--- config.mk ---
export PLATFORM = sky130hd
export DESIGN_NAME = cgsm_top
export DESIGN_NICKNAME = d
export VERILOG_FILES = /design/src/rtl/cgsm_pkg.sv /design/src/rtl/cgsm_top.sv /design/src/rtl/cgsm_counter.sv
export SDC_FILE = /design/constraint.sdc
export NUM_CORES = 1
export LEC_CHECK = 0
export BUFFER_PORTS_ARGS = -buffer_cell sky130_fd_sc_hd__buf_4
export CORE_MARGIN = 8
export CORE_UTILIZATION = 35
export DETAILED_ROUTE_END_ITERATION = 10
export SLEW_MARGIN = 20
export SYNTH_ARGS = -nofsm -noshare
export SYNTH_HDL_FRONTEND = slang
export SYNTH_HIERARCHICAL = 1
export SYNTH_SLANG_ARGS = --single-unit
--- constraint.sdc ---
create_clock -name i_core_clk -period 3.3 [get_ports i_core_clk]
set_clock_uncertainty 0.2 [all_clocks]
set_input_delay 0.66 -clock i_core_clk [delete_from_list [all_inputs] [get_ports i_core_clk]]
set_output_delay 0.66 -clock i_core_clk [all_outputs]
set_load 0.05 [all_outputs]
--- src/rtl/cgsm_pkg.sv ---
// constants for the gateway status map block
// Notes on behaviour
// - control/status word takes first two bytes
// - start-up run or idle only with control word
// - live list at area start or after status
// - live list covers 8 to 128, steps 8; the code also allows 0 when ll_field is 0, its reset value
// - one alive bit per covered transaction
// - transaction number selects its live bit
// - count successful received and transmitted messages
// - only configured messages advance a counter
// - receive and transmit counters enable separately
// - receive counter takes two bytes
// - transmit counter takes two bytes
// - safe-state action locks in safe state
// - software reset action restarts automatically
package cgsm_pkg;
    // ----------------------------------------------------------------
    // register offsets (byte addresses)
    // ----------------------------------------------------------------
    localparam logic [5:0] OFS_CONFIG   = 6'h00;
    localparam logic [5:0] OFS_CNT_ADDR = 6'h04;
    localparam logic [5:0] OFS_STATUS   = 6'h08;
    localparam logic [5:0] OFS_COUNTERS = 6'h0C;
    localparam logic [5:0] OFS_CTRL_WD  = 6'h10;
    localparam logic [5:0] OFS_FATAL    = 6'h14;
    localparam logic [5:0] OFS_LIVE0    = 6'h20;
    // ----------------------------------------------------------------
    // config field positions
    // ----------------------------------------------------------------
    localparam int CFG_CSW_EN   = 0;
    localparam int CFG_RUN_MODE = 1;
    localparam int CFG_RX_EN    = 2;
    localparam int CFG_TX_EN    = 3;
    localparam int CFG_SAFE_ACT = 4;
    localparam int CFG_LL_LSB   = 8;
    localparam int CFG_LL_W     = 5;
    localparam int CFG_AUTO_ADR = 16;
    // ----------------------------------------------------------------
    // reset values and sizes
    // ----------------------------------------------------------------
    localparam logic [31:0] CONFIG_RST   = 32'h0001_0000;
    localparam logic [15:0] CNT_MAX      = 16'hFFFF;
    localparam int          CSW_BYTES    = 2;
    localparam int          CNT_BYTES    = 2;
    localparam int          LL_STEP      = 8;
    localparam int          LL_MAX       = 128;
    localparam int          RESTART_NS   = 400;
    localparam int          CLK_NS       = 40;
    localparam int          RESTART_CYC  = (RESTART_NS + CLK_NS - 1) / CLK_NS;
    // ----------------------------------------------------------------
    // operating states
    // ----------------------------------------------------------------
    typedef enum logic [1:0] {
        CGSM_RUN     = 2'b00,
        CGSM_RESTART = 2'b01,
        CGSM_SAFE    = 2'b11
    } cgsm_state_e;
endpackage

--- src/rtl/cgsm_top.sv ---
// gateway status map: control/status word, live list, counters, fatal
//
// The address map and the Avalon-MM interface to the registers are this design's own decisions.
module cgsm_top #(
    parameter int N_TRANS  = 128,
    parameter int AREA_ADR = 12
) (
    input  wire logic                i_core_clk,
    input  wire logic                i_rst_n,
    input  wire logic [5:0]          i_avs_address,
    input  wire logic                i_avs_read,
    input  wire logic                i_avs_write,
    input  wire logic [31:0]         i_avs_writedata,
    input  wire logic [3:0]          i_avs_byteenable,
    output logic      [31:0]         o_avs_readdata,
    output logic                     o_avs_waitrequest,
    input  wire logic [N_TRANS-1:0]  i_trans_alive,
    input  wire logic                i_rx_ok,
    input  wire logic                i_rx_match,
    input  wire logic                i_tx_ok,
    input  wire logic                i_tx_match,
    input  wire logic                i_fatal,
    input  wire logic [15:0]         i_out_ctrl_word,
    output logic                     o_subnet_run,
    output logic                     o_safe_state,
    output logic                     o_sw_reset,
    output logic [15:0]              o_in_status_word,
    output logic [AREA_ADR-1:0]      o_ll_adr,
    output logic [4:0]               o_ll_bytes,
    output logic [AREA_ADR-1:0]      o_rx_adr,
    output logic [AREA_ADR-1:0]      o_tx_adr,
    output logic [AREA_ADR-1:0]      o_in_free_adr,
    output logic [AREA_ADR-1:0]      o_out_data_adr,
    output logic [15:0]              o_rx_count,
    output logic [15:0]              o_tx_count
);
    // ----------------------------------------------------------------
    // parameter checks
    // ----------------------------------------------------------------
    initial begin
        if (N_TRANS < 8 || N_TRANS > cgsm_pkg::LL_MAX || N_TRANS % 8 != 0) begin
            $error("N_TRANS must be 8..128 in steps of 8");
        end
        if (AREA_ADR < 9 || AREA_ADR > 16) begin
            $error("AREA_ADR must be 9..16");
        end
    end

    // ----------------------------------------------------------------
    // configuration registers
    // ----------------------------------------------------------------
    logic [31:0]           config_q;
    logic [AREA_ADR-1:0]   rx_adr_cfg;
    logic [AREA_ADR-1:0]   tx_adr_cfg;
    logic [15:0]           status_word;
    logic [N_TRANS-1:0]    live_q;
    cgsm_pkg::cgsm_state_e state;
    logic [7:0]            restart_cnt;
    logic                  soft_clear;
    logic                  bus_busy;
    logic [15:0]           rx_count;
    logic [15:0]           tx_count;

    wire logic csw_en   = config_q[cgsm_pkg::CFG_CSW_EN];
    wire logic rx_en    = config_q[cgsm_pkg::CFG_RX_EN];
    wire logic tx_en    = config_q[cgsm_pkg::CFG_TX_EN];
    wire logic safe_act = config_q[cgsm_pkg::CFG_SAFE_ACT];
    wire logic auto_adr = config_q[cgsm_pkg::CFG_AUTO_ADR];
    wire logic [4:0] ll_field =
        config_q[cgsm_pkg::CFG_LL_LSB +: cgsm_pkg::CFG_LL_W];

    // byte-lane merge, used only by the config register
    function automatic logic [31:0] merge(input logic [31:0] old,
                                          input logic [31:0] wd,
                                          input logic [3:0]  be);
        logic [31:0] r;
        r = old;
        for (int b = 0; b < 4; b++) begin
            if (be[b]) begin
                r[8*b +: 8] = wd[8*b +: 8];
            end
        end
        return r;
    endfunction

    // live list size in bytes, clamped to what the block holds
    function automatic logic [4:0] ll_size(input logic [4:0] f);
        logic [4:0] lim;
        lim = 5'(N_TRANS / cgsm_pkg::LL_STEP);
        return (f > lim) ? lim : f;
    endfunction

    wire logic wr_hit = i_avs_write && !bus_busy;
    wire logic rd_hit = i_avs_read && !bus_busy;

    always_ff @(posedge i_core_clk) begin
        if (!i_rst_n) begin
            config_q <= cgsm_pkg::CONFIG_RST;
        end else if (wr_hit && i_avs_address == cgsm_pkg::OFS_CONFIG) begin
            config_q <= merge(config_q, i_avs_writedata, i_avs_byteenable);
        end
    end

    always_ff @(posedge i_core_clk) begin
        if (!i_rst_n) begin
            rx_adr_cfg <= '0;
            tx_adr_cfg <= '0;
        end else if (wr_hit && i_avs_address == cgsm_pkg::OFS_CNT_ADDR) begin
            rx_adr_cfg <= i_avs_writedata[AREA_ADR-1:0];
            tx_adr_cfg <= i_avs_writedata[16 +: AREA_ADR];
        end
    end

    always_ff @(posedge i_core_clk) begin
        if (!i_rst_n) begin
            status_word <= '0;
        end else if (wr_hit && i_avs_address == cgsm_pkg::OFS_CTRL_WD) begin
            status_word <= i_avs_writedata[15:0];
        end
    end

    // ----------------------------------------------------------------
    // input area layout
    // ----------------------------------------------------------------
    logic [AREA_ADR-1:0] ll_start;
    logic [AREA_ADR-1:0] ll_end;
    logic [AREA_ADR-1:0] rx_def;
    logic [AREA_ADR-1:0] tx_def;
    always_comb begin
        ll_start = csw_en ? AREA_ADR'(cgsm_pkg::CSW_BYTES) : '0;
        ll_end   = ll_start + AREA_ADR'(ll_size(ll_field));
        rx_def   = ll_end;
        tx_def   = ll_end + (rx_en ? AREA_ADR'(cgsm_pkg::CNT_BYTES)
                                   : AREA_ADR'(0));
    end

    // ----------------------------------------------------------------
    // live list sampling
    // ----------------------------------------------------------------
    // one bit per transaction, index equals transaction number
    genvar g;
    generate
        for (g = 0; g < N_TRANS; g++) begin : g_live
            always_ff @(posedge i_core_clk) begin
                if (!i_rst_n) begin
                    live_q[g] <= 1'b0;
                end else begin
                    live_q[g] <= (g < 8 * ll_size(ll_field)) &&
                                 i_trans_alive[g];
                end
            end
        end
    endgenerate

    // ----------------------------------------------------------------
    // counters
    // ----------------------------------------------------------------
    cgsm_counter #(.WIDTH(16)) u_rx_cnt (
        .i_core_clk   (i_core_clk),
        .i_rst_n      (i_rst_n),
        .i_clear      (soft_clear),
        .i_enable     (rx_en && state == cgsm_pkg::CGSM_RUN),
        .i_event      (i_rx_ok),
        .i_configured (i_rx_match),
        .o_count      (rx_count)
    );

    cgsm_counter #(.WIDTH(16)) u_tx_cnt (
        .i_core_clk   (i_core_clk),
        .i_rst_n      (i_rst_n),
        .i_clear      (soft_clear),
        .i_enable     (tx_en && state == cgsm_pkg::CGSM_RUN),
        .i_event      (i_tx_ok),
        .i_configured (i_tx_match),
        .o_count      (tx_count)
    );

    // ----------------------------------------------------------------
    // fatal event handling
    // ----------------------------------------------------------------
    // safe state is only left by a hard reset, never by software
    always_ff @(posedge i_core_clk) begin
        if (!i_rst_n) begin
            state       <= cgsm_pkg::CGSM_RUN;
            restart_cnt <= '0;
        end else begin
            unique case (state)
                cgsm_pkg::CGSM_RUN: begin
                    if (i_fatal) begin
                        state <= safe_act ? cgsm_pkg::CGSM_SAFE
                                          : cgsm_pkg::CGSM_RESTART;
                        restart_cnt <= 8'(cgsm_pkg::RESTART_CYC);
                    end
                end
                cgsm_pkg::CGSM_RESTART: begin
                    if (restart_cnt == 8'h01) begin
                        state <= cgsm_pkg::CGSM_RUN;
                    end
                    restart_cnt <= restart_cnt - 8'h01;
                end
                cgsm_pkg::CGSM_SAFE: begin
                    state <= cgsm_pkg::CGSM_SAFE;
                end
                default: begin
                    state <= cgsm_pkg::CGSM_SAFE;
                end
            endcase
        end
    end

    assign soft_clear = (state == cgsm_pkg::CGSM_RESTART);

    // ----------------------------------------------------------------
    // outputs
    // ----------------------------------------------------------------
    always_ff @(posedge i_core_clk) begin
        if (!i_rst_n) begin
            o_subnet_run     <= 1'b0;
            o_safe_state     <= 1'b0;
            o_sw_reset       <= 1'b0;
            o_in_status_word <= '0;
            o_ll_adr         <= '0;
            o_ll_bytes       <= '0;
            o_rx_adr         <= '0;
            o_tx_adr         <= '0;
            o_in_free_adr    <= '0;
            o_out_data_adr   <= '0;
            o_rx_count       <= '0;
            o_tx_count       <= '0;
        end else begin
            // start-up mode is honoured only with the control word on
            o_subnet_run <= (state == cgsm_pkg::CGSM_RUN) &&
                            (csw_en ? (config_q[cgsm_pkg::CFG_RUN_MODE] ||
                                       i_out_ctrl_word[0])
                                    : 1'b1);
            o_safe_state     <= (state == cgsm_pkg::CGSM_SAFE);
            o_sw_reset       <= soft_clear;
            o_in_status_word <= csw_en ? status_word : 16'h0000;
            o_ll_adr         <= ll_start;
            o_ll_bytes       <= ll_size(ll_field);
            o_rx_adr         <= auto_adr ? rx_def : rx_adr_cfg;
            o_tx_adr         <= auto_adr ? tx_def : tx_adr_cfg;
            o_in_free_adr    <= tx_def + (tx_en ?
                                AREA_ADR'(cgsm_pkg::CNT_BYTES) : AREA_ADR'(0));
            o_out_data_adr   <= csw_en ? AREA_ADR'(cgsm_pkg::CSW_BYTES)
                                       : '0;
            o_rx_count       <= rx_en ? rx_count : 16'h0000;
            o_tx_count       <= tx_en ? tx_count : 16'h0000;
        end
    end

    // ----------------------------------------------------------------
    // bus slave: one wait cycle per access, reads registered
    // ----------------------------------------------------------------
    // padded copy so a 32-bit slice never runs past a short live list
    logic [127:0] live_wide;
    assign live_wide = 128'(live_q);

    logic [31:0] next_rdata;
    always_comb begin
        next_rdata = 32'h0000_0000;
        unique case (i_avs_address)
            cgsm_pkg::OFS_CONFIG:   next_rdata = config_q;
            cgsm_pkg::OFS_CNT_ADDR: next_rdata = {16'(tx_adr_cfg),
                                                  16'(rx_adr_cfg)};
            cgsm_pkg::OFS_STATUS:   next_rdata = {24'h000000, 4'h0,
                                                  o_safe_state,
                                                  o_sw_reset,
                                                  o_subnet_run, csw_en};
            cgsm_pkg::OFS_COUNTERS: next_rdata = {tx_count, rx_count};
            cgsm_pkg::OFS_CTRL_WD:  next_rdata = {i_out_ctrl_word,
                                                  status_word};
            cgsm_pkg::OFS_FATAL:    next_rdata = {30'h00000000, state};
            default: begin
                if (i_avs_address >= cgsm_pkg::OFS_LIVE0 &&
                    i_avs_address < cgsm_pkg::OFS_LIVE0 + 6'(N_TRANS / 8)) begin
                    next_rdata = live_wide[i_avs_address[3:2] * 32 +: 32];
                end
            end
        endcase
    end

    always_ff @(posedge i_core_clk) begin
        if (!i_rst_n) begin
            bus_busy          <= 1'b0;
            o_avs_waitrequest <= 1'b1;
            o_avs_readdata    <= '0;
        end else begin
            bus_busy          <= (rd_hit || wr_hit);
            o_avs_waitrequest <= !(rd_hit || wr_hit);
            if (rd_hit) begin
                o_avs_readdata <= next_rdata;
            end
        end
    end
endmodule

--- src/rtl/cgsm_counter.sv ---
// wrapping 16-bit message counter with its own enable
module cgsm_counter #(
    parameter int WIDTH = 16
) (
    input  wire logic             i_core_clk,
    input  wire logic             i_rst_n,
    input  wire logic             i_clear,
    input  wire logic             i_enable,
    input  wire logic             i_event,
    input  wire logic             i_configured,
    output logic      [WIDTH-1:0] o_count
);
    initial begin
        if (WIDTH < 1) begin
            $error("counter width must be positive");
        end
    end

    always_ff @(posedge i_core_clk) begin
        if (!i_rst_n || i_clear) begin
            o_count <= '0;
        end else if (i_enable && i_event && i_configured) begin
            o_count <= o_count + 1'b1;
        end
    end
endmodule

==> results of run 1 <==
## state kept, by name (all words and copies together) (netlist names), 2 cells and up
signal / cells
o_rx_count: 16
tx_adr_cfg: 12
o_rx_adr: 12
o_avs_readdata: 32
status_word: 16
state: 2
u_rx_cnt/o_count: 16
live_q: 128
o_tx_count: 16
o_ll_bytes: 5
config_q: 32
o_tx_adr: 12
restart_cnt: 8
o_in_free_adr: 7
rx_adr_cfg: 12
u_tx_cnt/o_count: 16
o_in_status_word: 16
## layout by cell type, fill, tap and decap left out, types with 5 or more instances in the layout
| cell | Yosys | routed |
|---|---|---|
| clkbuf_16 | 0 | 43 |
| a221oi_1 | 32 | 32 |
| a22oi_1 | 32 | 32 |
| o31ai_1 | 8 | 8 |
| a31oi_1 | 25 | 25 |
| clkinv_2 | 0 | 7 |
| a21oi_1 | 93 | 93 |
| or4_1 | 6 | 6 |
| conb_1 | 1 | 28 |
| o21ai_0 | 45 | 45 |
| and2_1 | 135 | 135 |
| inv_1 | 8 | 8 |
| clkbuf_8 | 0 | 10 |
| nor2b_1 | 7 | 5 |
| mux2i_1 | 29 | 29 |
| buf_4 | 31 | 345 |
| and3_1 | 75 | 75 |
| mux4_2 | 33 | 33 |
| nor3_1 | 6 | 5 |
| dfxtp_1 | 364 | 364 |
| nand3_1 | 54 | 54 |
| bufinv_16 | 0 | 8 |
| ha_1 | 10 | 10 |
| nand2_1 | 126 | 126 |
| nand2b_1 | 7 | 7 |
| nor2_1 | 77 | 77 |
| xor2_1 | 21 | 21 |
| nand4_1 | 12 | 12 |
| clkbuf_1 | 60 | 5 |
## final timing paths
check	start	endpoint	slack [ns]	depth (start not counted)
min reg2reg	config_q[5]	config_q[5]	0.26	2
min	i_trans_alive[78]	live_q[78]	0.11	2
max	config_q[12]	o_in_free_adr[5]	0.69	7
max reg2reg	config_q[12]	o_in_free_adr[5]	0.69	7
## logic make-up after synthesis
| logic type | Yosys count | synth area share |
|---|---|---|
| compound gates | 247 | 0.111 |
| xor+xnor | 25 | 0.0171 |
| fa+ha+maj | 10 | 0.00913 |
| buf+inv | 131 | 0.0485 |
| flops | 364 | 0.532 |
| mux | 64 | 0.0771 |
| other cells | 1 | 0.000274 |
| simple gates | 529 | 0.205 |
## critical path, cell delays in order (launching register included)
cell     delay [ns]
dfxtp_1        0.32
buf_4          0.26
nor2b_1        0.08
ha_1           0.37
ha_1           0.34
ha_1           0.20
or4b_2         0.59
a21oi_1        0.15
## report_power, final
| group | switching, mW | internal (mW) |
|---|---|---|
| Sequential | 0.0357 | 4.44 |
| Clock | 1.85 | 3.23 |
| Combinational | 0.439 | 0.282 |
| Total | 2.32 | 7.95 |
## through the flow
step	worst slack [ns]	cells	instance area, um^2	util
floorplan	0.630	1398	13800	-
global placement	0.612	2142	16500	0.426
detailed placement	0.608	2142	16500	0.426
CTS	0.686	2217	18000	0.466
global route	0.574	2221	18000	0.466
finish	0.693	2221	18000	0.466
## final cells by class
cell class / instances / area (um^2)
Fill cell: 3691 / 20600
Sequential cell: 364 / 7290
Multi-Input combinational cell: 903 / 5860
Timing Repair Buffer: 348 / 2650
Clock buffer: 58 / 1230
Tap cell: 518 / 648
Clock inverter: 17 / 295
Inverter: 9 / 35.0
Antenna cell: 4 / 10.0
## routing by layer
metal / track usage / vias up / part of all wire
met5: 0 / - / 0.00084
met4: 0.0865 / 6 / 0.033
met3: 0.0452 / 84 / 0.066
met2: 0.293 / 427 / 0.43
met1: 0.283 / 5310 / 0.47
li1: - / 5346 / -
==> results.yml, run 1 <==
grt:
  grt_pass1_vias: 11200
  grt_pass1_wl_um: 69400
  grt.total_usage: 0.201
  grt_max_degree: 98
  antenna_found_initial: 7
  grt-ovfl-total: 0
sta:
  setup_viol: 0
  fin_crit_sh: 0.790
  hold_viol: 0
  rsz0062_at_grt: "false"
  fin_setup_tns_ns: 0
  slew_headroom: 0.328
  clock.fmax_mhz: 384
  slew_viol_final: 0
  whs_ns: 0.115
  fin_crit_ns: 2.61
  worst_pin_slew_ns: 1.00
floorplan:
  die_h_um: 214
  dieArea_mm2: 0.0457
  ios: 344
  coreArea_mm2: 0.0386
  start_util: 0.355
  fp-row-count: 72
  die_w_um: 214
synthesis:
  synth_edf_count: 0
  synthDistinctLibCells: 49
  post-synth-top-count-cell: "dfxtp_1"
  netlist_instances: 1371
  synth.top_cell.area_share: 0.532
  synthArstFlopShare: 0
  ys_top_cells_by_area: "dfxtp_1, and2_1, mux4_2"
  ys.flop_type: "dfxtp_1"
  yosysWarnings: 6
  yosys.area.top_type: "dfxtp_1"
  seq_area_frac_synth: 0.532
  ys_seq_elements: 364
  netlist_area_mm2: 0.0137
  ys_top_cells_by_count: "dfxtp_1, and2_1, nand2_1, a21oi_1, nor2_1"
  syn_avg_cell_area_um2: 9.99
clock_tree:
  holdBufCountCts: 0
  htreeDepth: 2
  cts_resized: 0
  clock_latency_ns: 0.55
  cts_tree: "built"
  clock_path_buffers: 3
  numCtsBuffers: 41
  cts_setup_buffers: 0
  clkTransAtPathRegs_ns: 0.06
  cts_root_buf: "clkbuf_16"
  cts_num_sinks: 364
route:
  ant_nets: 0
  via_per_inst: 5.03
  wl_um: 47900
  wl_per_cell_um: 21.5
  num_vias: 11200
  drt-pass1-iter-count: 7
  drc: 0
  drt_iter0_markers: 773
placement:
  hpwl_um: 36300
  gp_congestion: 0.867
  port_buffers: 317
critical_path:
  arrival_ns: 2.88
  cp-start-kind: "flop"
  critPathKind: "flop to flop"
  cp_max_fo: 20
  required_ns: 3.57
  cp-end-kind: "flop"
layout:
  synthToLayoutAreaGrowth_pct: 31.5
  nets: 1872
  drive_gt1_frac: 0.275
power:
  irDropWorstVdd_uv: 352
  finalPower_mw: 10.3
  p_leak_nw: 7.76
  p_per_area_mw_per_mm2: 570
run:
  maxCapViolCount: 0
worst_hold_path:
  hold_class: "input pin to flop"
status:
  status: "finished clean"
Power figures use the tool's default switching activity.
==> inputs of run 2 (changes only) <==
==> constraint.sdc (replaced) <==
create_clock -name i_core_clk -period 2.2 [get_ports i_core_clk]
set_clock_uncertainty 0.2 [all_clocks]
set_input_delay 0.44 -clock i_core_clk [delete_from_list [all_inputs] [get_ports i_core_clk]]
set_output_delay 0.44 -clock i_core_clk [all_outputs]
set_load 0.05 [all_outputs]
==> run 2 against run 1 <==
Compared with the run above: combinational power rose by 89%; largest power group is now registers; design area rose by 11%; fmax up 21%; critical path type unchanged.
==> results.yml, run 2 (synthesized netlist as in run 1, its figures left out) <==
layout:
  drive_gt1_frac: 0.271
  fill_cells: 3439
  reg.largest.list: "live_q x128, config_q x32, o_avs_readdata x32"
  regMostFlops: "live_q"
  nets: 2082
  ff_latch_area_mm2: 0.00729
  final_util: 0.517
  layout_common_cells: "buf_4, dfxtp_1, dlygate4sd3_1"
  largest_reg_flops: 128
  final_common_cell: "buf_4"
  synthToLayoutAreaGrowth_pct: 45.7
  multi_input_area_mm2: 0.00597
sta:
  fin_crit_ns: 2.15
  slew_viol_final: 0
  fin_crit_sh: 0.979
  clock.fmax_mhz: 464
  hold_viol: 0
  rsz0062_at_grt: "false"
  worst_pin_slew_ns: 0.790
  slew_headroom: 0.473
  setup_viol: 0
grt:
  antenna_found_initial: 4
  grt_pass1_vias: 12300
  grt_max_degree: 70
  grt_pass1_wl_um: 74500
  grt.total_usage: 0.212
  grt-ovfl-total: 0
floorplan:
  start_util: 0.355
  ios: 344
  die_w_um: 214
  dieArea_mm2: 0.0457
  die_h_um: 214
  fp-row-count: 72
  coreArea_mm2: 0.0386
clock_tree:
  cts_num_sinks: 364
  numCtsBuffers: 39
  cts_tree: "built"
  clock_path_buffers: 3
  clock_latency_ns: 0.53
  cts_root_buf: "clkbuf_16"
  htreeDepth: 2
  clkTransAtPathRegs_ns: 0.06
worst_hold_path:
  hold-path-endpoint: "config_q[24]"
  min_from: "i_avs_byteenable[3]"
  hold_class: "input pin to flop"
  hold_depth: 3
critical_path:
  critPathKind: "flop to flop"
  cp-start-kind: "flop"
  reg2reg_slack_ns: 0.05
  required_ns: 2.46
  arrival_ns: 2.41
  r2r-end: "o_in_free_adr[5]"
  cp-end-kind: "flop"
  cp_max_fo: 4
  r2r.worst_path.cells: 7
  reg2reg_from: "config_q[9]"
placement:
  port_buffers: 317
  hpwl_um: 37200
  gp_congestion: 0.898
power:
  p_per_area_mw_per_mm2: 730
  finalPower_mw: 14.6
  irDropWorstVdd_uv: 442
  p_leak_nw: 8.57
route:
  via_per_inst: 4.97
  drt-pass1-iter-count: 5
  drt_iter0_markers: 802
  wl_um: 50400
  wl_per_cell_um: 20.8
  drc: 0
  num_vias: 12100
  ant_nets: 0
status:
  status: "finished clean"
run:
  maxCapViolCount: 0
[run 2: cell types whose count changed in the layout (fill, tap and decap cells not counted), moves of 5 or more]
| cell | change |
|---|---|
| ha_1 | -6 |
| ha_4 | +6 |
| dlygate4sd3_1 | +165 |
| buf_4 | +39 |
| clkbuf_8 | -5 |
| clkbuf_1 | +6 |
| bufinv_16 | -5 |
| buf_12 | +8 |
[run 2: worst max-delay path by stage]
| stage | startpoint | endpoint | slack [ns] | cells past startpoint |
|---|---|---|---|---|
| CTS | config_q[9] | o_in_free_adr[5] | 0.004 | 7 |
| detailed placement | i_avs_address[1] | o_avs_readdata[9] | -0.04 | 6 |
| global route | state[1] | u_rx_cnt/o_count[14] | 0.003 | 6 |
| finish | config_q[9] | o_in_free_adr[5] | 0.05 | 7 |
| global placement | i_avs_address[2] | o_avs_readdata[30] | -0.01 | 7 |
| floorplan | config_q[9] | o_in_free_adr[5] | -0.03 | 8 |
[run 2: area by class of cell]
cell class | count | area share
Tap cell | 518 | 0.0325
Timing Repair Buffer | 560 | 0.238
Clock inverter | 9 | 0.00614
Antenna cell | 3 | 0.000376
Inverter | 9 | 0.00176
Sequential cell | 364 | 0.365
Multi-Input combinational cell | 903 | 0.299
Clock buffer | 57 | 0.0569
[run 2: routing by layer]
metal | GRT usage | wire length [um]
met1 | 0.281 | 22100
met2 | 0.334 | 22900
met3 | 0.0465 | 3510
met4 | 0.0844 | 1930
met5 | 0 | 21
[run 2: repair_timing]
item	4_1_cts	5_1_grt
gates resized for setup	1	6
endpoints found under the hold margin	199	0
pin swaps	0	6
cloned	0	0
endpoints found under the setup margin	1	9
buffers inserted	0	5
hold buffers	165	0
[run 2: per-stage QoR]
step	setup WS, ns	setup TNS, ns	hold WS, ns	cells	cell area (um^2)
6_report	0.0462	0	0.0384	2423	20000
5_1_grt	0.00331	0	0.0341	2422	20000
4_1_cts	0.00389	0	0.0134	2415	19900
3_5_place_dp	-0.0367	-0.397	0.247	2184	17000
3_3_place_gp	-0.0111	-0.0173	0.242	2184	17000
2_1_floorplan	-0.0250	-0.0250	0.236	1398	13900
[run 2: critical path, cell delays in order (launching register included)]
cell     delay, ns
dfxtp_2       0.33
nor2b_4       0.16
ha_4          0.22
ha_4          0.18
ha_4          0.28
ha_4          0.13
or4b_4        0.46
a21oi_2       0.12
[run 2: power by group]
group,switching (mW),internal (mW),leakage (nW),total [mW]
Sequential,0.0465,6.66,2.94,6.71
Combinational,0.730,0.632,5.01,1.36
Clock,2.59,3.91,0.616,6.50
Total,3.36,11.2,8.57,14.6
==> inputs of run 3 (changes only) <==
--- a/config.mk
+++ b/config.mk
@@ -9,6 +9,7 @@
 export CORE_MARGIN = 8
 export CORE_UTILIZATION = 35
 export DETAILED_ROUTE_END_ITERATION = 10
+export SETUP_SLACK_MARGIN = 0.2
 export SLEW_MARGIN = 20
 export SYNTH_ARGS = -nofsm -noshare
 export SYNTH_HDL_FRONTEND = slang
==> run 3 against run 2 <==
Compared with the run above: combinational power hardly changed; clock power grew 3.8%; largest power group is now the clock network; utilization up 0.55 points; total power up 1.9%; via count is 0.83% higher.
==> results.yml, run 3 (synthesized netlist as in run 1, its figures left out) <==
status:
  status: "finished clean"
layout:
  final_common_cell: "buf_4"
  layout_common_cells: "buf_4, dfxtp_1, dlygate4sd3_1"
  nets: 2092
  synthToLayoutAreaGrowth_pct: 47.2
  instances_no_fill: 2433
  largest_reg_flops: 128
  drive_gt1_frac: 0.286
  reg.largest.list: "live_q x128, config_q x32, o_avs_readdata x32"
  fill_cells: 3412
  regMostFlops: "live_q"
  final_util: 0.522
sta:
  setup_viol: 0
  fin_crit_sh: 0.971
  fin_setup_tns_ns: 0
  hold_viol: 0
  fin_crit_ns: 2.14
  rsz0062_at_grt: "true"
  clock.fmax_mhz: 468
  slew_headroom: 0.484
  whs_ns: 0.0164
  slew_viol_final: 0
  worst_pin_slew_ns: 0.774
floorplan:
  ios: 344
  die_w_um: 214
  coreArea_mm2: 0.0386
  die_h_um: 214
  fp-row-count: 72
  dieArea_mm2: 0.0457
  start_util: 0.355
critical_path:
  critPathKind: "flop to flop"
  cp_max_fo: 4
  cp-end-kind: "flop"
  arrival_ns: 2.42
  required_ns: 2.49
  cp-start-kind: "flop"
  r2r.worst_path.cells: 8
clock_tree:
  clkTransAtPathRegs_ns: 0.06
  clock_path_buffers: 3
  htreeDepth: 2
  cts_tree: "built"
  cts_root_buf: "clkbuf_16"
  cts_num_sinks: 364
  numCtsBuffers: 40
  clock_latency_ns: 0.56
route:
  ant_nets: 0
  via_per_inst: 4.99
  drt-pass1-iter-count: 5
  drt_iter0_markers: 1008
  wl_um: 50700
  num_vias: 12200
  drc: 0
  wl_per_cell_um: 20.9
grt:
  grt.total_usage: 0.216
  antenna_found_initial: 5
  grt_pass1_vias: 12600
  grt-ovfl-total: 0
  grt_max_degree: 61
  grt_pass1_wl_um: 75700
placement:
  dp.cells: 2183
  hpwl_um: 37400
  port_buffers: 317
  gp_congestion: 0.925
power:
  p_leak_nw: 8.65
  combPwrFrac: 0.093
  internal_power_mw: 11.3
  p_seq_frac: 0.452
  irDropWorstVdd_uv: 474
  switching_share: 0.236
  clkPwrFrac: 0.455
  p_per_area_mw_per_mm2: 736
  p_sw_mw: 3.50
worst_hold_path:
  hold_class: "input pin to flop"
  hold_depth: 3
run:
  maxCapViolCount: 0
run 3: cell count changes in the layout (fill, tap and decap cells not counted), sizes merged:
cell         before  now
buf             395  399
bufinv            3    4
clkbuf           57   50
clkinv            6    9
clkinvlp          1    2
diode             3    4
dlygate4sd3     165  170
inv               8   10
run 3: layer usage:
metal | vias to the layer above | track usage | wire length [um]
li1 | 5794 | - | -
met1 | 5780 | 0.289 | 22500
met2 | 495 | 0.332 | 22900
met3 | 83 | 0.0504 | 3590
met4 | 0 | 0.0900 | 1700
met5 | - | 0 | 0
run 3: critical path: stages (launching register included):
cell and delay (ns):
dfxtp_2 0.33, nor2b_4 0.15, ha_4 0.22, ha_4 0.19
nand3_2 0.08, mux2i_1 0.22, nor3_2 0.09, or4b_4 0.48
a21oi_2 0.11
run 3: timing repair:
action,in CTS,in global routing
resized for setup,9,16
pin swaps,8,5
hold buffers,170,0
setup endpoints to repair,25,49
buffers inserted,4,6
endpoints found under the hold margin,206,0
run 3: power by group through the flow:
| stage | combinational, mW | clock, mW | sequential [mW] |
|---|---|---|---|
| floorplan | 0.456 | 0 | 7.00 |
| global placement | 1.10 | 0 | 6.85 |
| detailed placement | 1.11 | 0 | 6.85 |
| CTS | 1.36 | 6.87 | 6.71 |
| global route | 1.47 | 7.15 | 6.72 |
| finish | 1.38 | 6.75 | 6.71 |
run 3: worst paths after layout:
kind                   endpoint  slack [ns]               start
max            o_in_free_adr[5]        0.06         config_q[9]
min          o_avs_readdata[18]        0.02  i_out_ctrl_word[2]
max reg2reg    o_in_free_adr[5]        0.06         config_q[9]
min reg2reg         config_q[5]        0.26         config_q[5]
run 3: stage by stage:
step           instance area (um^2)  setup WS, ns  total power [mW]
5_1_grt                       20200      0.000854              15.3
2_1_floorplan                 14000       -0.0250              7.45
3_3_place_gp                  17000       -0.0661              7.95
3_5_place_dp                  17000        -0.113              7.96
6_report                      20200        0.0642              14.8
4_1_cts                       20100        0.0743              14.9
run 3: cell type report:
type	count	area [um^2]	share of cell area
sequential	364	7290	0.361
multi-input combinational	903	6050	0.300
timing repair buffer	569	4830	0.240
clock buffer	50	1110	0.0550
tap	518	648	0.0321
clock inverter	16	196	0.00974
inverter	9	35.0	0.00174
antenna	4	10.0	0.000496
